File: src/design/ucr_pkg.sv
package ucr_pkg;
    localparam int DW = 8;
    localparam int AW = 3;
    // register addresses
    localparam logic [2:0] ADR_DATA = 3'h0;
    localparam logic [2:0] ADR_IEN = 3'h1;
    localparam logic [2:0] ADR_ISF = 3'h2;
    localparam logic [2:0] ADR_LCTL = 3'h3;
    localparam logic [2:0] ADR_MCTL = 3'h4;
    localparam logic [2:0] ADR_LSTAT = 3'h5;
    localparam logic [2:0] ADR_MSTAT = 3'h6;
    localparam logic [2:0] ADR_SCR = 3'h7;
    // special line control and divisor values and field positions
    localparam logic [7:0] LCTL_ENH_KEY = 8'hbf;
    localparam logic [7:0] DIV_ZERO = 8'h00;
    localparam int LCTL_DIV_BIT = 7;
    localparam int MCTL_LOOP_BIT = 4;
    localparam int MCTL_RTS_BIT = 1;
    localparam int MCTL_DTR_BIT = 0;
    localparam int EFR_ENH_BIT = 4;
    localparam int FCR_EN_BIT = 0;
    localparam int FCR_RXRST_BIT = 1;
    localparam int FCR_TXRST_BIT = 2;
    // masks of fields gated by the enhanced-enable bit; ISR_FIFO_MASK follows the fifo enable bit instead
    localparam logic [7:0] IEN_EXT_MASK = 8'hf0;
    localparam logic [7:0] ISR_EXT_MASK = 8'h30;
    localparam logic [7:0] FCR_EXT_MASK = 8'h30;
    localparam logic [7:0] MCTL_EXT_MASK = 8'he0;
    localparam logic [7:0] FRAC_MASK = 8'h3f;
    localparam logic [7:0] ISR_FIFO_MASK = 8'hc0;
    // reset values
    localparam logic [7:0] RST_ZERO = 8'h00;
    localparam logic [7:0] RST_LCTL = 8'h00;
    localparam logic [7:0] RST_DIV_LOW = 8'h01;
    // identity codes: arbitrary neutral values
    localparam logic [7:0] REV_CODE_DEF = 8'h01;
    localparam logic [7:0] ID_CODE_DEF = 8'h5a;
    // register windows
    typedef enum logic [1:0] {
        UCR_BANK_STD = 2'b00,
        UCR_BANK_DIV = 2'b01,
        UCR_BANK_ENH = 2'b10
    } ucr_bank_e;
endpackage

File: src/design/ucr_channel.sv
`timescale 1ns/10ps
// Functional notes
// RULE1: loopback is active exactly while modem control bit 4 is one.
// RULE2: in loopback transmit shift output feeds receive shift input.
// RULE3: in loopback serial output, rts and dtr pins are held inactive.
// RULE4: in loopback the cts, dsr, cd and ri pins are ignored.
// RULE5: all other uart functions continue normally during loopback.
// RULE6: automatic rts/cts flow control is dropped during loopback.
// RULE7: outside party keeps the receive pin high during loopback.
// RULE8: each channel owns a register set, picked by its own select.
// RULE9: divisor access off: address 0 reads receive, writes transmit holding.
// RULE10: divisor access on, not 0xbf: addresses 0, 1 reach divisor bytes.
// RULE11: fractional divisor at 2 needs divisor access, not 0xbf, enhanced.
// RULE12: divisor zero: addresses 0 and 1 read revision and identity codes.
// RULE13: divisor access off: address 1 is interrupt enable.
// RULE14: not 0xbf: address 2 reads interrupt status with fifo flags.
// RULE15: write at address 2 loads fifo control fields.
// RULE16: address 3 always reaches line control.
// RULE17: 4..7 are modem control, line status, modem status, scratch.
// RULE18: line control 0xbf: 2 is enhanced function, 4..7 flow characters.
// RULE19: extended fields are active only with enhanced bit 4 set.
// RULE20: extended fields ignore writes and read zero while disabled; here a write while disabled clears them to zero.
module ucr_channel
    import ucr_pkg::*;
#(
    parameter logic [7:0] REV_CODE = REV_CODE_DEF, // arbitrary value
    parameter logic [7:0] ID_CODE = ID_CODE_DEF    // arbitrary value
) (
    input wire logic clk_sys,                   // system clock
    input wire logic reset_n,                   // async reset, active low
    input wire logic chan_select_n,             // this channel's select, low
    input wire logic [ucr_pkg::AW-1:0] addr,    // register address
    input wire logic wr_n,                      // write strobe, low
    input wire logic rd_n,                      // read strobe, low
    input wire logic [ucr_pkg::DW-1:0] wdata,   // write data
    output logic [ucr_pkg::DW-1:0] rdata,       // read data, registered
    output logic rdata_oe,                      // data bus drive enable
    input wire logic [ucr_pkg::DW-1:0] rx_holding, // receive holding byte
    output logic rx_holding_pop,                // receive holding read pulse
    output logic [ucr_pkg::DW-1:0] tx_holding,  // transmit holding byte
    output logic tx_holding_push,               // transmit holding load pulse
    input wire logic [5:0] int_source,          // interrupt source code
    input wire logic int_source_rd_ack,         // unused-safe: kept low
    output logic isr_read,                      // interrupt status read pulse
    input wire logic [ucr_pkg::DW-1:0] line_status_in, // line status byte
    output logic line_status_read,              // line status read pulse
    input wire logic [3:0] modem_delta,         // delta cts,dsr,ri,cd
    output logic modem_status_read,             // modem status read pulse
    output logic fifo_rx_reset,                 // receive fifo reset pulse
    output logic fifo_tx_reset,                 // transmit fifo reset pulse
    output logic [ucr_pkg::DW-1:0] fifo_ctl,    // fifo control value
    output logic [ucr_pkg::DW-1:0] int_enable,  // interrupt enable value
    output logic [ucr_pkg::DW-1:0] line_ctl,    // line control value
    output logic [15:0] baud_divisor,           // integer divisor
    output logic [ucr_pkg::DW-1:0] frac_divisor, // fractional divisor
    output logic [ucr_pkg::DW-1:0] enh_func,    // enhanced function value
    output logic [31:0] flow_chars,             // xon1,xon2,xoff1,xoff2
    output logic auto_flow_allow,               // auto rts/cts permitted
    output logic loopback,                      // loopback active
    input wire logic tsr_out,                   // transmit shift output
    output logic rsr_in,                        // receive shift input
    input wire logic rx_pin,                    // serial receive pin
    output logic tx_pin,                        // serial transmit pin
    output logic rts_n_pin,                     // rts pin, low active
    output logic dtr_n_pin,                     // dtr pin, low active
    input wire logic cts_n_pin,                 // cts pin, low active
    input wire logic dsr_n_pin,                 // dsr pin, low active
    input wire logic cd_n_pin,                  // cd pin, low active
    input wire logic ri_n_pin                   // ri pin, low active
);
    import ucr_pkg::*;

    logic [7:0] div_low;
    logic [7:0] div_high;
    logic [7:0] mctl;
    logic [7:0] scratch;
    logic [7:0] xchr [4];
    logic wr_q;
    logic rd_q;
    logic wr_stb;
    logic rd_stb;
    logic enh_on;
    logic div_zero;
    ucr_bank_e bank;
    logic [7:0] next_rdata;
    logic [3:0] modem_lvl;

    // host strobes are treated as synchronous; act on the leading edge once
    always_ff @(posedge clk_sys or negedge reset_n) begin
        if (!reset_n) begin
            wr_q <= 1'b0;
            rd_q <= 1'b0;
        end else begin
            wr_q <= !chan_select_n && !wr_n;
            rd_q <= !chan_select_n && !rd_n;
        end
    end
    assign wr_stb = !chan_select_n && !wr_n && !wr_q; // see RULE8
    assign rd_stb = !chan_select_n && !rd_n && !rd_q; // see RULE8

    function automatic ucr_bank_e pick_bank(input logic [7:0] lc);
        if (lc == LCTL_ENH_KEY)
            pick_bank = UCR_BANK_ENH;
        else if (lc[LCTL_DIV_BIT])
            pick_bank = UCR_BANK_DIV;
        else
            pick_bank = UCR_BANK_STD;
    endfunction

    assign bank = pick_bank(line_ctl); // see RULE18
    assign enh_on = enh_func[EFR_ENH_BIT]; // see RULE19
    assign div_zero = (div_low == DIV_ZERO) && (div_high == DIV_ZERO);
    assign baud_divisor = {div_high, div_low};
    assign flow_chars = {xchr[0], xchr[1], xchr[2], xchr[3]};
    assign loopback = mctl[MCTL_LOOP_BIT]; // see RULE1
    assign auto_flow_allow = !loopback; // see RULE6

    // register writes
    always_ff @(posedge clk_sys or negedge reset_n) begin
        if (!reset_n) begin
            line_ctl <= RST_LCTL;
            div_low <= RST_DIV_LOW;
            div_high <= RST_ZERO;
            frac_divisor <= RST_ZERO;
            int_enable <= RST_ZERO;
            fifo_ctl <= RST_ZERO;
            mctl <= RST_ZERO;
            scratch <= RST_ZERO;
            enh_func <= RST_ZERO;
            for (int i = 0; i < 4; i++) begin
                xchr[i] <= RST_ZERO;
            end
        end else if (wr_stb) begin
            case (addr)
                ADR_DATA: begin
                    if (bank == UCR_BANK_DIV)
                        div_low <= wdata; // see RULE10
                end
                ADR_IEN: begin
                    if (bank == UCR_BANK_DIV)
                        div_high <= wdata; // see RULE10
                    else if (bank == UCR_BANK_STD)
                        int_enable <= enh_on ? wdata : (wdata & ~IEN_EXT_MASK); // see RULE20
                end
                ADR_ISF: begin
                    if (bank == UCR_BANK_ENH)
                        enh_func <= wdata; // see RULE18
                    else if (bank == UCR_BANK_DIV && enh_on)
                        frac_divisor <= wdata & FRAC_MASK; // see RULE11
                    else
                        fifo_ctl <= enh_on ? wdata : (wdata & ~FCR_EXT_MASK); // see RULE15
                end
                ADR_LCTL: line_ctl <= wdata; // see RULE16
                default: begin
                    // only addresses 4..7 reach here, so the low two bits pick the character
                    if (bank == UCR_BANK_ENH)
                        xchr[addr[1:0]] <= wdata; // see RULE18
                    else if (addr == ADR_MCTL)
                        mctl <= enh_on ? wdata : (wdata & ~MCTL_EXT_MASK); // see RULE20
                    else if (addr == ADR_SCR)
                        scratch <= wdata; // see RULE17
                end
            endcase
        end
    end

    // fifo reset outputs self-clear: they act as one-cycle pulses, while fifo_ctl keeps the written reset bits
    always_ff @(posedge clk_sys or negedge reset_n) begin
        if (!reset_n) begin
            fifo_rx_reset <= 1'b0;
            fifo_tx_reset <= 1'b0;
            tx_holding <= RST_ZERO;
            tx_holding_push <= 1'b0;
        end else begin
            fifo_rx_reset <= 1'b0;
            fifo_tx_reset <= 1'b0;
            tx_holding_push <= 1'b0;
            if (wr_stb && addr == ADR_ISF && bank != UCR_BANK_ENH
                && !(bank == UCR_BANK_DIV && enh_on)) begin
                fifo_rx_reset <= wdata[FCR_RXRST_BIT]; // see RULE15
                fifo_tx_reset <= wdata[FCR_TXRST_BIT]; // see RULE15
            end
            if (wr_stb && addr == ADR_DATA && bank == UCR_BANK_STD) begin
                tx_holding <= wdata; // see RULE9
                tx_holding_push <= 1'b1;
            end
        end
    end

    // modem inputs ignored in loopback, reported as inactive
    assign modem_lvl = loopback ? 4'h0 : {!cd_n_pin, !ri_n_pin, !dsr_n_pin, !cts_n_pin}; // see RULE4

    // read mux
    always_comb begin
        next_rdata = RST_ZERO;
        case (addr)
            ADR_DATA: begin
                if (bank == UCR_BANK_STD)
                    next_rdata = rx_holding; // see RULE9
                else if (bank == UCR_BANK_DIV)
                    next_rdata = div_zero ? REV_CODE : div_low; // see RULE12
                else
                    next_rdata = div_low;
            end
            ADR_IEN: begin
                if (bank == UCR_BANK_STD)
                    next_rdata = enh_on ? int_enable : (int_enable & ~IEN_EXT_MASK); // see RULE13
                else if (bank == UCR_BANK_DIV)
                    next_rdata = div_zero ? ID_CODE : div_high; // see RULE12
                else
                    next_rdata = div_high;
            end
            ADR_ISF: begin
                if (bank == UCR_BANK_ENH)
                    next_rdata = enh_func; // see RULE18
                else if (bank == UCR_BANK_DIV && enh_on)
                    next_rdata = frac_divisor; // see RULE11
                else begin
                    next_rdata = {2'b00, int_source} & ~(enh_on ? RST_ZERO : ISR_EXT_MASK); // see RULE14
                    next_rdata = next_rdata | (fifo_ctl[FCR_EN_BIT] ? ISR_FIFO_MASK : RST_ZERO);
                end
            end
            ADR_LCTL: next_rdata = line_ctl; // see RULE16
            ADR_MCTL: begin
                if (bank == UCR_BANK_ENH)
                    next_rdata = xchr[0];
                else
                    next_rdata = enh_on ? mctl : (mctl & ~MCTL_EXT_MASK); // see RULE17
            end
            ADR_LSTAT: next_rdata = (bank == UCR_BANK_ENH) ? xchr[1] : line_status_in;
            ADR_MSTAT: begin
                if (bank == UCR_BANK_ENH)
                    next_rdata = xchr[2];
                else
                    next_rdata = {modem_lvl, modem_delta}; // see RULE17
            end
            ADR_SCR: next_rdata = (bank == UCR_BANK_ENH) ? xchr[3] : scratch;
            default: next_rdata = RST_ZERO;
        endcase
    end

    always_ff @(posedge clk_sys or negedge reset_n) begin
        if (!reset_n) begin
            rdata <= RST_ZERO;
            rx_holding_pop <= 1'b0;
            isr_read <= 1'b0;
            line_status_read <= 1'b0;
            modem_status_read <= 1'b0;
        end else begin
            if (rd_stb)
                rdata <= next_rdata;
            rx_holding_pop <= rd_stb && addr == ADR_DATA && bank == UCR_BANK_STD;
            isr_read <= rd_stb && addr == ADR_ISF && bank != UCR_BANK_ENH
                && !(bank == UCR_BANK_DIV && enh_on);
            line_status_read <= rd_stb && addr == ADR_LSTAT && bank != UCR_BANK_ENH;
            modem_status_read <= rd_stb && addr == ADR_MSTAT && bank != UCR_BANK_ENH;
        end
    end
    assign rdata_oe = !chan_select_n && !rd_n && rd_q;

    // loopback path and held pins; internal uart activity is untouched
    assign rsr_in = loopback ? tsr_out : rx_pin; // see RULE2, see RULE5
    assign tx_pin = loopback ? 1'b1 : tsr_out; // see RULE3
    assign rts_n_pin = loopback ? 1'b1 : !mctl[MCTL_RTS_BIT]; // see RULE3
    assign dtr_n_pin = loopback ? 1'b1 : !mctl[MCTL_DTR_BIT]; // see RULE3
endmodule // ucr_channel

File: config.mk
export PLATFORM = sky130hd
export DESIGN_NAME = ucr_channel
export DESIGN_NICKNAME = d
export VERILOG_FILES = /design/src/design/ucr_pkg.sv /design/src/design/ucr_channel.sv
export SDC_FILE = /design/constraint.sdc
export NUM_CORES = 1
export LEC_CHECK = 0
export BUFFER_PORTS_ARGS = -buffer_cell sky130_fd_sc_hd__buf_2
export CAP_MARGIN = 25
export CORE_MARGIN = 3
export CORE_UTILIZATION = 35
export DETAILED_ROUTE_END_ITERATION = 10
export SYNTH_ARGS = -nofsm -noshare
export SYNTH_HDL_FRONTEND = slang
export SYNTH_SLANG_ARGS = --single-unit
File: constraint.sdc
create_clock -name clk_sys -period 4.54 [get_ports clk_sys]
set_clock_uncertainty 0.05 [all_clocks]
set_input_delay 0.227 -clock clk_sys [delete_from_list [all_inputs] [get_ports clk_sys]]
set_output_delay 0.227 -clock clk_sys [all_outputs]
set_load 0.005 [all_outputs]
==> flow_summary.yaml, run 1 <==
synthesis:
  postSynth.topFlopCell: "dfrtp_1"
  synth_enable_flop_cells: 0
  number_of_synthesized_register_bits: 127
  synth_top_area_share: 0.510
  synthDominantAreaCellType: "dfrtp_1"
  synthMostInstantiatedCell: "dfrtp_1"
  synth-async-reset-ratio: 1.00
  sequential_to_total_area_share_from_yosys_stat: 0.514
  netlist-cell-type-count: 68
  synth_commonest_cells: "dfrtp_1, mux2_2, nand2_1, o21ai_0, a21oi_1"
  average_cell_area_after_synthesis_um2: 11.6
  number_of_instances_in_the_synthesized_netlist: 532
  synth_top_cells_by_area: "dfrtp_1, mux2_2, nand2_1"
  synth-warning-count: 0
  post_synth_instance_area_mm2: 0.00618
setup_path:
  end_kind: "flop"
  critical_path.startpoint: "line_ctl[7]"
  worstSetupStartpointType: "flop"
  critical_path.n_buffers_inverters: 0
  worst-endpoint-required_ns: 4.79
  critPathMaxStageDelay_ns: 0.79
  worstPathMaxFanout: 27
  critical_path_class: "flop to flop"
  worstPathArrival_ns: 3.36
  critical_path.top_delay_family: "simple AND/OR/NAND/NOR gates"
  timing.critical_path.cells: "nand4_1, nor2_4, nand2_2, nor2_2, mux2_2"
  r2r_start: "line_ctl[7]"
  critPathSlowestCell: "dfrtp_1"
clocking:
  cts_setup_buffers: 0
  path_clk_slew_ns: 0.06
  count_of_cells_resized_by_post_cts_repair: 0
  htree_num_levels: 4
  cts_hold_buf: 5
  clk_path_buf_depth: 2
  clock-sinks: 127
  cts_root_buffer: "clkbuf_16"
  clkLatencyLatePin_ns: 0.42
  tritoncts.num_buffers: 17
  cts_tree: "built"
global_route:
  grt_most_used_layer: "met2"
  grtUsageMet2: 0.334
  grt_antenna_before_repair: 0
  grt_use_met1: 0.277
  first_pass_grt_wire_length_mm: 31.4
  grt_max_degree: 79
  grt_pass1_vias: 5285
  globalRoute.totalOverflow: 0
  grtUsageTotal: 0.212
  gr-usage-met3: 0.0666
cells_and_area:
  fillers: 1649
  num-nets-final: 737
  antenna_cells_inserted: 0
  layout-area-overhead-vs-synth_pct: 25.9
  layout-drive-gt1-share: 0.447
  post-route-cell-area_mm2: 0.00778
  final_instance_count_without_filler_cells: 921
placement:
  placed_insts: 883
  place.port_buffers: 163
  post-dp-hpwl_mm: 14.8
  gp_congestion: 0.937
  place_area_mm2: 0.00710
timing:
  fraction_of_the_cycle_the_final_worst_path_needs: 0.685
  min_period_ns: 3.11
  final_hold_slack_ns: 0.119
  fmaxAchievable_ghz: 0.322
  worst-slew-pin-transition_ns: 0.861
  slew_violations: 0
  report.final.setup_viol: 0
  max-slew-margin-rel: 0.425
  hold_viol_final: 0
  final.setup.tns_ns: 0
  rsz_0062_raised_after_global_routing: "no"
flow_run:
  maxCapViolCount: 0
pwr:
  power_density_mw_per_mm2: 427
  seqPwrFrac: 0.418
  switchingPower_uw: 925
  power.switching_fraction: 0.279
  internal_power_uw: 2400
  power_frac_comb: 0.159
  p_clk_frac: 0.423
  power.static_leakage_uw: 0.00390
  max-vdd-ir-drop_mv: 0.260
floorplanning:
  core-area_mm2: 0.0169
  die_h_um: 139
  fp-row-count: 47
  start_util: 0.365
  die_w_um: 139
  die_area_mm2: 0.0193
  ios: 167
min_path:
  hp-class: "primary input to flop"
  holdCritStartpoint: "wdata[1]"
detailed_routing:
  route.vias.total: 5063
  drt_drc_violations_left: 0
  post_drt_via_cell_ratio: 5.50
  detailedRoute.firstIterationViolations: 475
  ant_nets: 0
  route.final.wire_length_mm: 20.5
  routed_wire_length_per_instance_um: 22.3
  number_of_iterations_in_the_first_detailed_routing_pass: 5
outcome:
  outcome: "completed"
## layer usage
metal  part of all wire  routed length [um]
met5                  0                   0
met4              0.025                 521
met3              0.082                1690
met2               0.47                9580
met1               0.42                8710
## cell type report
type                            instances  area, um2  share of cell area
Clock buffer                           20        447              0.0574
Clock inverter                         12        160              0.0206
Multi-Input combinational cell        365       2790               0.358
Tap cell                              220        275              0.0354
Sequential cell                       127       3180               0.409
Inverter                                6       22.5             0.00289
Timing Repair Buffer                  171        911               0.117
## flip-flops by register name, summed over array words and instances (netlist names)
| register | flops |
|---|---|
| flow_chars | 32 |
| div_high | 8 |
| div_low | 8 |
| enh_func | 8 |
| fifo_ctl | 8 |
| int_enable | 8 |
| line_ctl | 8 |
| mctl | 8 |
| rdata | 8 |
| scratch | 8 |
| tx_holding | 8 |
| frac_divisor | 6 |
| fifo_rx_reset | 1 |
| fifo_tx_reset | 1 |
| isr_read | 1 |
| line_status_read | 1 |
| modem_status_read | 1 |
| rd_q | 1 |
| rx_holding_pop | 1 |
| tx_holding_push | 1 |
| wr_q | 1 |
## cells by family (layout without fill, tap and decap cells)
kind of cell	after synthesis	count (layout)	synth area share
and+or+nand+nor	141	141	0.121
buffers and inverters	41	209	0.0354
DFF	127	127	0.514
other	1	2	0.000607
AOI/OAI and AO/OA	108	108	0.113
muxes	114	114	0.215
## power groups by stage
| stage | clock (uW) | sequential [uW] | combinational, uW |
|---|---|---|---|
| finish | 1400 | 1390 | 528 |
| CTS | 1430 | 1390 | 531 |
| floorplan | 0 | 1370 | 283 |
| detailed placement | 0 | 1410 | 525 |
| global placement | 0 | 1400 | 516 |
| global route | 1480 | 1410 | 576 |
## layout by cell type, fill, tap and decap left out, types with 4 or more instances in the layout
cell           Yosys  routed
a21oi_1           25      25
a31oi_1            6       6
dfrtp_1          126     126
inv_1              6       6
clkinv_4           0       5
a21o_1             4       4
nand3_1           10      10
nor4_1             5       5
o21ai_0           34      34
nor2_1            15      15
clkbuf_16          0      17
nand4_1            6       6
mux2_4             6       6
mux2i_1           17      17
dlygate4sd3_1      0       5
mux4_2             4       4
mux2_2            87      87
buf_2             13     162
nor3_1             4       4
nand2_1           62      62
## metrics by stage
stage | utilization | setup WS, ns | total power, uW
CTS | 0.458 | 1.51 | 3340
global placement | 0.419 | 1.61 | 1920
finish | 0.459 | 1.43 | 3320
floorplan | - | 2.69 | 1650
detailed placement | 0.419 | 1.55 | 1930
global route | 0.459 | 1.29 | 3460
## worst paths after layout
path                                        end  slack, ns  depth (start not counted)
worst max-delay path              flow_chars[7]       1.43                          5
worst min register to register      fifo_ctl[4]       0.43                          2
worst max register to register    flow_chars[7]       1.43                          5
max in group asynchronous         flow_chars[0]       2.93                          4
min in group asynchronous       tx_holding_push       0.20                          2
worst min-delay path             flow_chars[17]       0.12                          2
Power figures use the tool's default switching activity.
==> run 2, diff against run 1 <==
--- a/config.mk
+++ b/config.mk
@@ -5,6 +5,7 @@
 export SDC_FILE = /design/constraint.sdc
 export NUM_CORES = 1
 export LEC_CHECK = 0
+export ABC_AREA = 1
 export BUFFER_PORTS_ARGS = -buffer_cell sky130_fd_sc_hd__buf_2
 export CAP_MARGIN = 25
 export CORE_MARGIN = 3
==> constraint.sdc (replaced) <==
create_clock -name clk_sys -period 3 [get_ports clk_sys]
set_clock_uncertainty 0.05 [all_clocks]
set_input_delay 0.15 -clock clk_sys [delete_from_list [all_inputs] [get_ports clk_sys]]
set_output_delay 0.15 -clock clk_sys [all_outputs]
set_load 0.005 [all_outputs]
==> run 2 against run 1 <==
Against the previous run:
- global-route usage is 1.1 points higher
- hold slack worse by 0.096 ns
- non-clock buffer count increased by 7
- die area increased by 2.7%
- synthesized area is 2.9% higher
- via count rose by 17%
- critical path type unchanged
- largest cell class unchanged
- highest routed layer unchanged
==> flow_summary.yaml, run 2 <==
outcome:
  outcome: "completed"
timing:
  max-slew-margin-rel: 0.448
  worst-slew-pin-transition_ns: 0.828
  final_hold_slack_ns: 0.0234
  fmaxAchievable_ghz: 0.450
  fraction_of_the_cycle_the_final_worst_path_needs: 0.740
  slew_violations: 0
  report.final.setup_viol: 0
  rsz_0062_raised_after_global_routing: "no"
  setup_slack_ns: 0.780
  final.setup.tns_ns: 0
  hold_viol_final: 0
  min_period_ns: 2.22
detailed_routing:
  top_layer: "met4"
  post_drt_via_cell_ratio: 5.02
  route.final.wire_length_mm: 21.7
  routed_wire_length_per_instance_um: 18.3
  number_of_iterations_in_the_first_detailed_routing_pass: 5
  ant_nets: 0
  wire_length_on_met3_mm: 1.69
  wl_met1_mm: 9.66
  route.vias.total: 5939
  detailedRoute.firstIterationViolations: 486
  drt_drc_violations_left: 0
  dr_wl_met2_mm: 9.90
setup_path:
  worstSetupStartpointType: "flop"
  worstPathArrival_ns: 2.49
  r2r_start: "line_ctl[3]"
  worst-endpoint-required_ns: 3.27
  setup.reg_to_reg.worst_slack_ns: 0.78
  worstPathMaxFanout: 39
  end_kind: "flop"
  r2r.worst_path.cells: 11
  worst_r2r_endpoint: "rdata[1]"
  critical_path_class: "flop to flop"
placement:
  preCtsSetupSlack_ns: 0.873
  place.port_buffers: 163
  placed_insts: 1141
  post-dp-hpwl_mm: 15.2
  gp_congestion: 0.883
global_route:
  grt_antenna_before_repair: 2
  grt_pass1_vias: 5745
  grt_max_degree: 60
  first_pass_grt_wire_length_mm: 33.8
  globalRoute.totalOverflow: 0
  grtUsageTotal: 0.223
floorplanning:
  die_h_um: 141
  die_w_um: 141
  start_util: 0.362
  ios: 167
  core-area_mm2: 0.0175
  fp-row-count: 48
  die_area_mm2: 0.0198
synthesis:
  average_cell_area_after_synthesis_um2: 8.06
  post_synth_instance_area_mm2: 0.00636
  synth_top_area_share: 0.496
  synth-warning-count: 0
  synth-async-reset-ratio: 1.00
  synthMostInstantiatedCell: "nand2_1"
  netlist-cell-type-count: 39
  synth_enable_flop_cells: 0
  sequential_to_total_area_share_from_yosys_stat: 0.500
  number_of_synthesized_register_bits: 127
  number_of_instances_in_the_synthesized_netlist: 789
  postSynth.topFlopCell: "dfrtp_1"
  synth_top_cells_by_area: "dfrtp_1, nand2_1, o21ai_1"
  synthDominantAreaCellType: "dfrtp_1"
  synth_commonest_cells: "nand2_1, dfrtp_1, o21ai_1, o21ai_0, nor2_1"
flow_run:
  maxCapViolCount: 0
clocking:
  cts_tree: "built"
  cts_setup_buffers: 0
  cts_hold_buf: 8
  count_of_cells_resized_by_post_cts_repair: 0
  cts_root_buffer: "clkbuf_16"
  clk_path_buf_depth: 2
  tritoncts.num_buffers: 17
  clock-sinks: 127
  htree_num_levels: 4
  path_clk_slew_ns: 0.06
  clkLatencyLatePin_ns: 0.42
min_path:
  hp-class: "primary input to flop"
  worstHoldPathCells: 3
  holdCritStartpoint: "wdata[5]"
  hold-path-endpoint: "int_enable[5]"
pwr:
  p_clk_frac: 0.437
  switchingPower_uw: 1390
  power.static_leakage_uw: 0.00423
  power.switching_fraction: 0.280
  max-vdd-ir-drop_mv: 0.420
  power_frac_comb: 0.155
  power_density_mw_per_mm2: 624
  internal_power_uw: 3590
  power_uw: 4980
  seqPwrFrac: 0.407
cells_and_area:
  seq_area_mm2: 0.00318
  num-nets-final: 992
  layout-drive-gt1-share: 0.263
  multiInputGateArea_mm2: 0.00272
  layout-area-overhead-vs-synth_pct: 25.6
  layout.cells.most_common: "nand2_1"
  largest_register_ffs: 32
  layout.cells.most_common_list: "nand2_1, buf_2, dfrtp_1"
  final_instance_count_without_filler_cells: 1183
  fillers: 1811
==> run 2: cell count changes in the layout (fill, tap and decap cells not counted), moves of 11 or more <==
cell	previous run	this run
nand2_1	62	254
mux2_2	87	0
o21ai_1	0	59
inv_1	6	49
nor2_1	15	53
nand3_1	10	43
o21ai_0	34	58
mux2i_1	17	0
nand3b_1	1	12
==> run 2: worst max path at each step <==
stage	startpoint	depth (start not counted)	slack, ns	end
4_1_cts	line_ctl[2]	11	0.85	rdata[3]
3_3_place_gp	line_ctl[2]	11	0.89	rdata[3]
5_1_grt	line_ctl[2]	11	0.67	rdata[3]
3_5_place_dp	line_ctl[2]	11	0.87	rdata[3]
6_report	line_ctl[3]	11	0.78	rdata[1]
2_1_floorplan	line_ctl[7]	10	1.39	flow_chars[29]
==> run 2: routing by layer <==
layer / track usage / vias up
li1: - / 2861
met2: 0.345 / 262
met1: 0.303 / 2785
met3: 0.0621 / 31
met4: 0.0755 / 0
met5: 0 / -
==> run 2: worst max-delay path: stages (launching register included) <==
cell and delay, ns:
dfrtp_1 0.41, nand2_1 0.17, nor2_8 0.11, nand2_8 0.24, buf_4 0.28, nand2_1 0.07
nand3_1 0.11, nand2_1 0.11, nor2_1 0.23, nand3_1 0.17, nand2_1 0.09, nand2_1 0.04
==> run 2: kinds of logic after synthesis <==
logic type      count (synthesis)  synth area share
other cells                     1          0.000590
simple gates                  404             0.297
flops                         127             0.500
compound gates                155             0.129
buf+inv                       102            0.0726
==> run 2: layout make-up <==
cell class / instances / share of cell area
antenna: 2 / 0.000627
clock buffer: 20 / 0.0559
clock inverter: 12 / 0.0208
inverter: 58 / 0.0279
multi-input combinational: 561 / 0.341
sequential: 127 / 0.398
tap: 225 / 0.0353
timing repair buffer: 178 / 0.121
==> run 2: through the flow <==
stage | util | instance area (um2)
floorplan | - | 6360
global placement | 0.415 | 7290
detailed placement | 0.415 | 7290
CTS | 0.455 | 7980
global route | 0.455 | 7980
finish | 0.455 | 7980
==> run 2: power groups by stage <==
stage | registers, uW | clock network, uW | logic [uW]
after floorplan | 2030 | 0 | 398
after global placement | 2050 | 0 | 753
after detailed placement | 2050 | 0 | 766
after CTS | 2020 | 2210 | 777
after global routing | 2050 | 2280 | 877
final | 2030 | 2180 | 774
==> run 3, diff against run 2 <==
==> constraint.sdc (replaced) <==
create_clock -name clk_sys -period 2.32 [get_ports clk_sys]
set_clock_uncertainty 0.05 [all_clocks]
set_input_delay 0.116 -clock clk_sys [delete_from_list [all_inputs] [get_ports clk_sys]]
set_output_delay 0.116 -clock clk_sys [all_outputs]
set_load 0.005 [all_outputs]
==> run 3 against run 2 <==
Against the previous run:
- via count is 0.72% higher
- total power rose by 36%
- cell count is 0.42% higher
- sequential power rose by 30%
- sequential share of layout area down 0.65 points
- core utilization up 0.76 points
- critical path depth decreased by 1
- worst setup slack worse by 0.47 ns
- clock-buffer cell count shrank 2
- largest cell class unchanged
- highest routed layer unchanged
==> flow_summary.yaml, run 3 (same netlist as run 2, synthesis figures left out) <==
pwr:
  power_density_mw_per_mm2: 837
  max-vdd-ir-drop_mv: 0.540
  power.static_leakage_uw: 0.00429
  power_uw: 6790
setup_path:
  worstPathArrival_ns: 2.28
  end_kind: "flop"
  setup.reg_to_reg.worst_slack_ns: 0.31
  worstPathMaxFanout: 16
  worstSetupStartpointType: "flop"
  timing.critical_path.cells: "nand2_1, nor2_8, buf_4, nand3b_1, nand3_1, nand2_1, nor2_1, nand3_1, nand2_1, nand2_1"
  cell_repeated_most_along_the_worst_path: "nand2_1"
  critPathMaxStageDelay_ns: 0.41
  critPathSlowestCell: "dfrtp_1"
  worst-endpoint-required_ns: 2.58
  critical_path_class: "flop to flop"
cells_and_area:
  largest_register_ffs: 32
  layout.cells.most_common_list: "nand2_1, buf_2, dfrtp_1"
  layout-area-overhead-vs-synth_pct: 27.7
  num-nets-final: 998
  layout.cells.most_common: "nand2_1"
  final_instance_count_without_filler_cells: 1188
  layout-drive-gt1-share: 0.268
  fillers: 1758
clocking:
  cts_tree: "built"
  cts_root_buffer: "clkbuf_16"
  clkLatencyLatePin_ns: 0.43
  cts_setup_buffers: 0
  tritoncts.num_buffers: 17
  clk_path_buf_depth: 2
  path_clk_slew_ns: 0.05
  htree_num_levels: 4
  clock-sinks: 127
timing:
  max-slew-margin-rel: 0.390
  min_period_ns: 2.01
  rsz_0062_raised_after_global_routing: "no"
  fraction_of_the_cycle_the_final_worst_path_needs: 0.868
  hold_viol_final: 0
  report.final.setup_viol: 0
  worst-slew-pin-transition_ns: 0.912
  fmaxAchievable_ghz: 0.496
  slew_violations: 0
  final.setup.tns_ns: 0
placement:
  gp_congestion: 0.877
  post-dp-hpwl_mm: 15.1
  placed_insts: 1146
  place.port_buffers: 163
global_route:
  globalRoute.totalOverflow: 0
  grt_antenna_before_repair: 1
  grt_pass1_vias: 5647
  grtUsageTotal: 0.219
  grt_max_degree: 68
  first_pass_grt_wire_length_mm: 33.2
floorplanning:
  core-area_mm2: 0.0175
  start_util: 0.362
  ios: 167
  die_area_mm2: 0.0198
  die_w_um: 141
  die_h_um: 141
  fp-row-count: 48
detailed_routing:
  detailedRoute.firstIterationViolations: 517
  number_of_iterations_in_the_first_detailed_routing_pass: 5
  route.final.wire_length_mm: 21.3
  route.vias.total: 5982
  drt_drc_violations_left: 0
  post_drt_via_cell_ratio: 5.04
  ant_nets: 0
  routed_wire_length_per_instance_um: 18.0
outcome:
  outcome: "completed"
flow_run:
  maxCapViolCount: 0
min_path:
  hp-class: "primary input to flop"
[run 3: metrics by stage]
step	utilization	setup slack (ns)	hold slack [ns]	cell area, um2
after floorplan	-	0.705	-0.230	6360
after global placement	0.418	0.392	0.0360	7320
after detailed placement	0.418	0.365	0.0357	7320
after CTS	0.463	0.344	0.0134	8110
after global routing	0.463	0.127	0.0586	8120
final	0.463	0.305	0.0222	8120
[run 3: report_power, final]
part	total, uW	leakage (uW)	switching [uW]	internal [uW]
logic	997	0.00226	606	391
clock network	3170	0.000337	1010	2150
registers	2630	0.00170	189	2440
[run 3: critical path: cells and delay by family (launching register included)]
family	cells	cell delay (ns)
simple gates	9	1.17
flops	1	0.41
buf+inv	1	0.25
[run 3: layout make-up]
class	count	area (um2)	area share
clock inverter	14	262	0.0322
sequential	127	3180	0.392
timing repair buffer	184	1010	0.125
clock buffer	18	439	0.0541
antenna	1	2.50	0.000308
tap	225	282	0.0347
multi-input combinational	561	2720	0.335
inverter	58	223	0.0274
[run 3: path summary, 6_finish.rpt]
path	start	to	depth (start not counted)
max	line_ctl[2]	rdata[5]	10
min in group asynchronous	reset_n	flow_chars[25]	2
min reg2reg	rdata[4]	rdata[4]	2
max in group asynchronous	reset_n	tx_holding[7]	3
max reg2reg	line_ctl[2]	rdata[5]	10
min	rx_holding[4]	rdata[4]	5
[run 3: repair_timing]
item | 4_1_cts | 5_1_grt
hold buffers | 9 | 0
endpoints found under the setup margin | 0 | 0
endpoints found under the hold margin | 40 | 0
gates resized for setup | 0 | 0
[run 3: metal layers]
layer  global-route usage  share of wire  up-vias
met4               0.0790          0.030        0
met2                0.331           0.45      241
li1                     -              -     2879
met1                0.301           0.45     2816
met5                    0              0        -
met3               0.0611          0.070       46
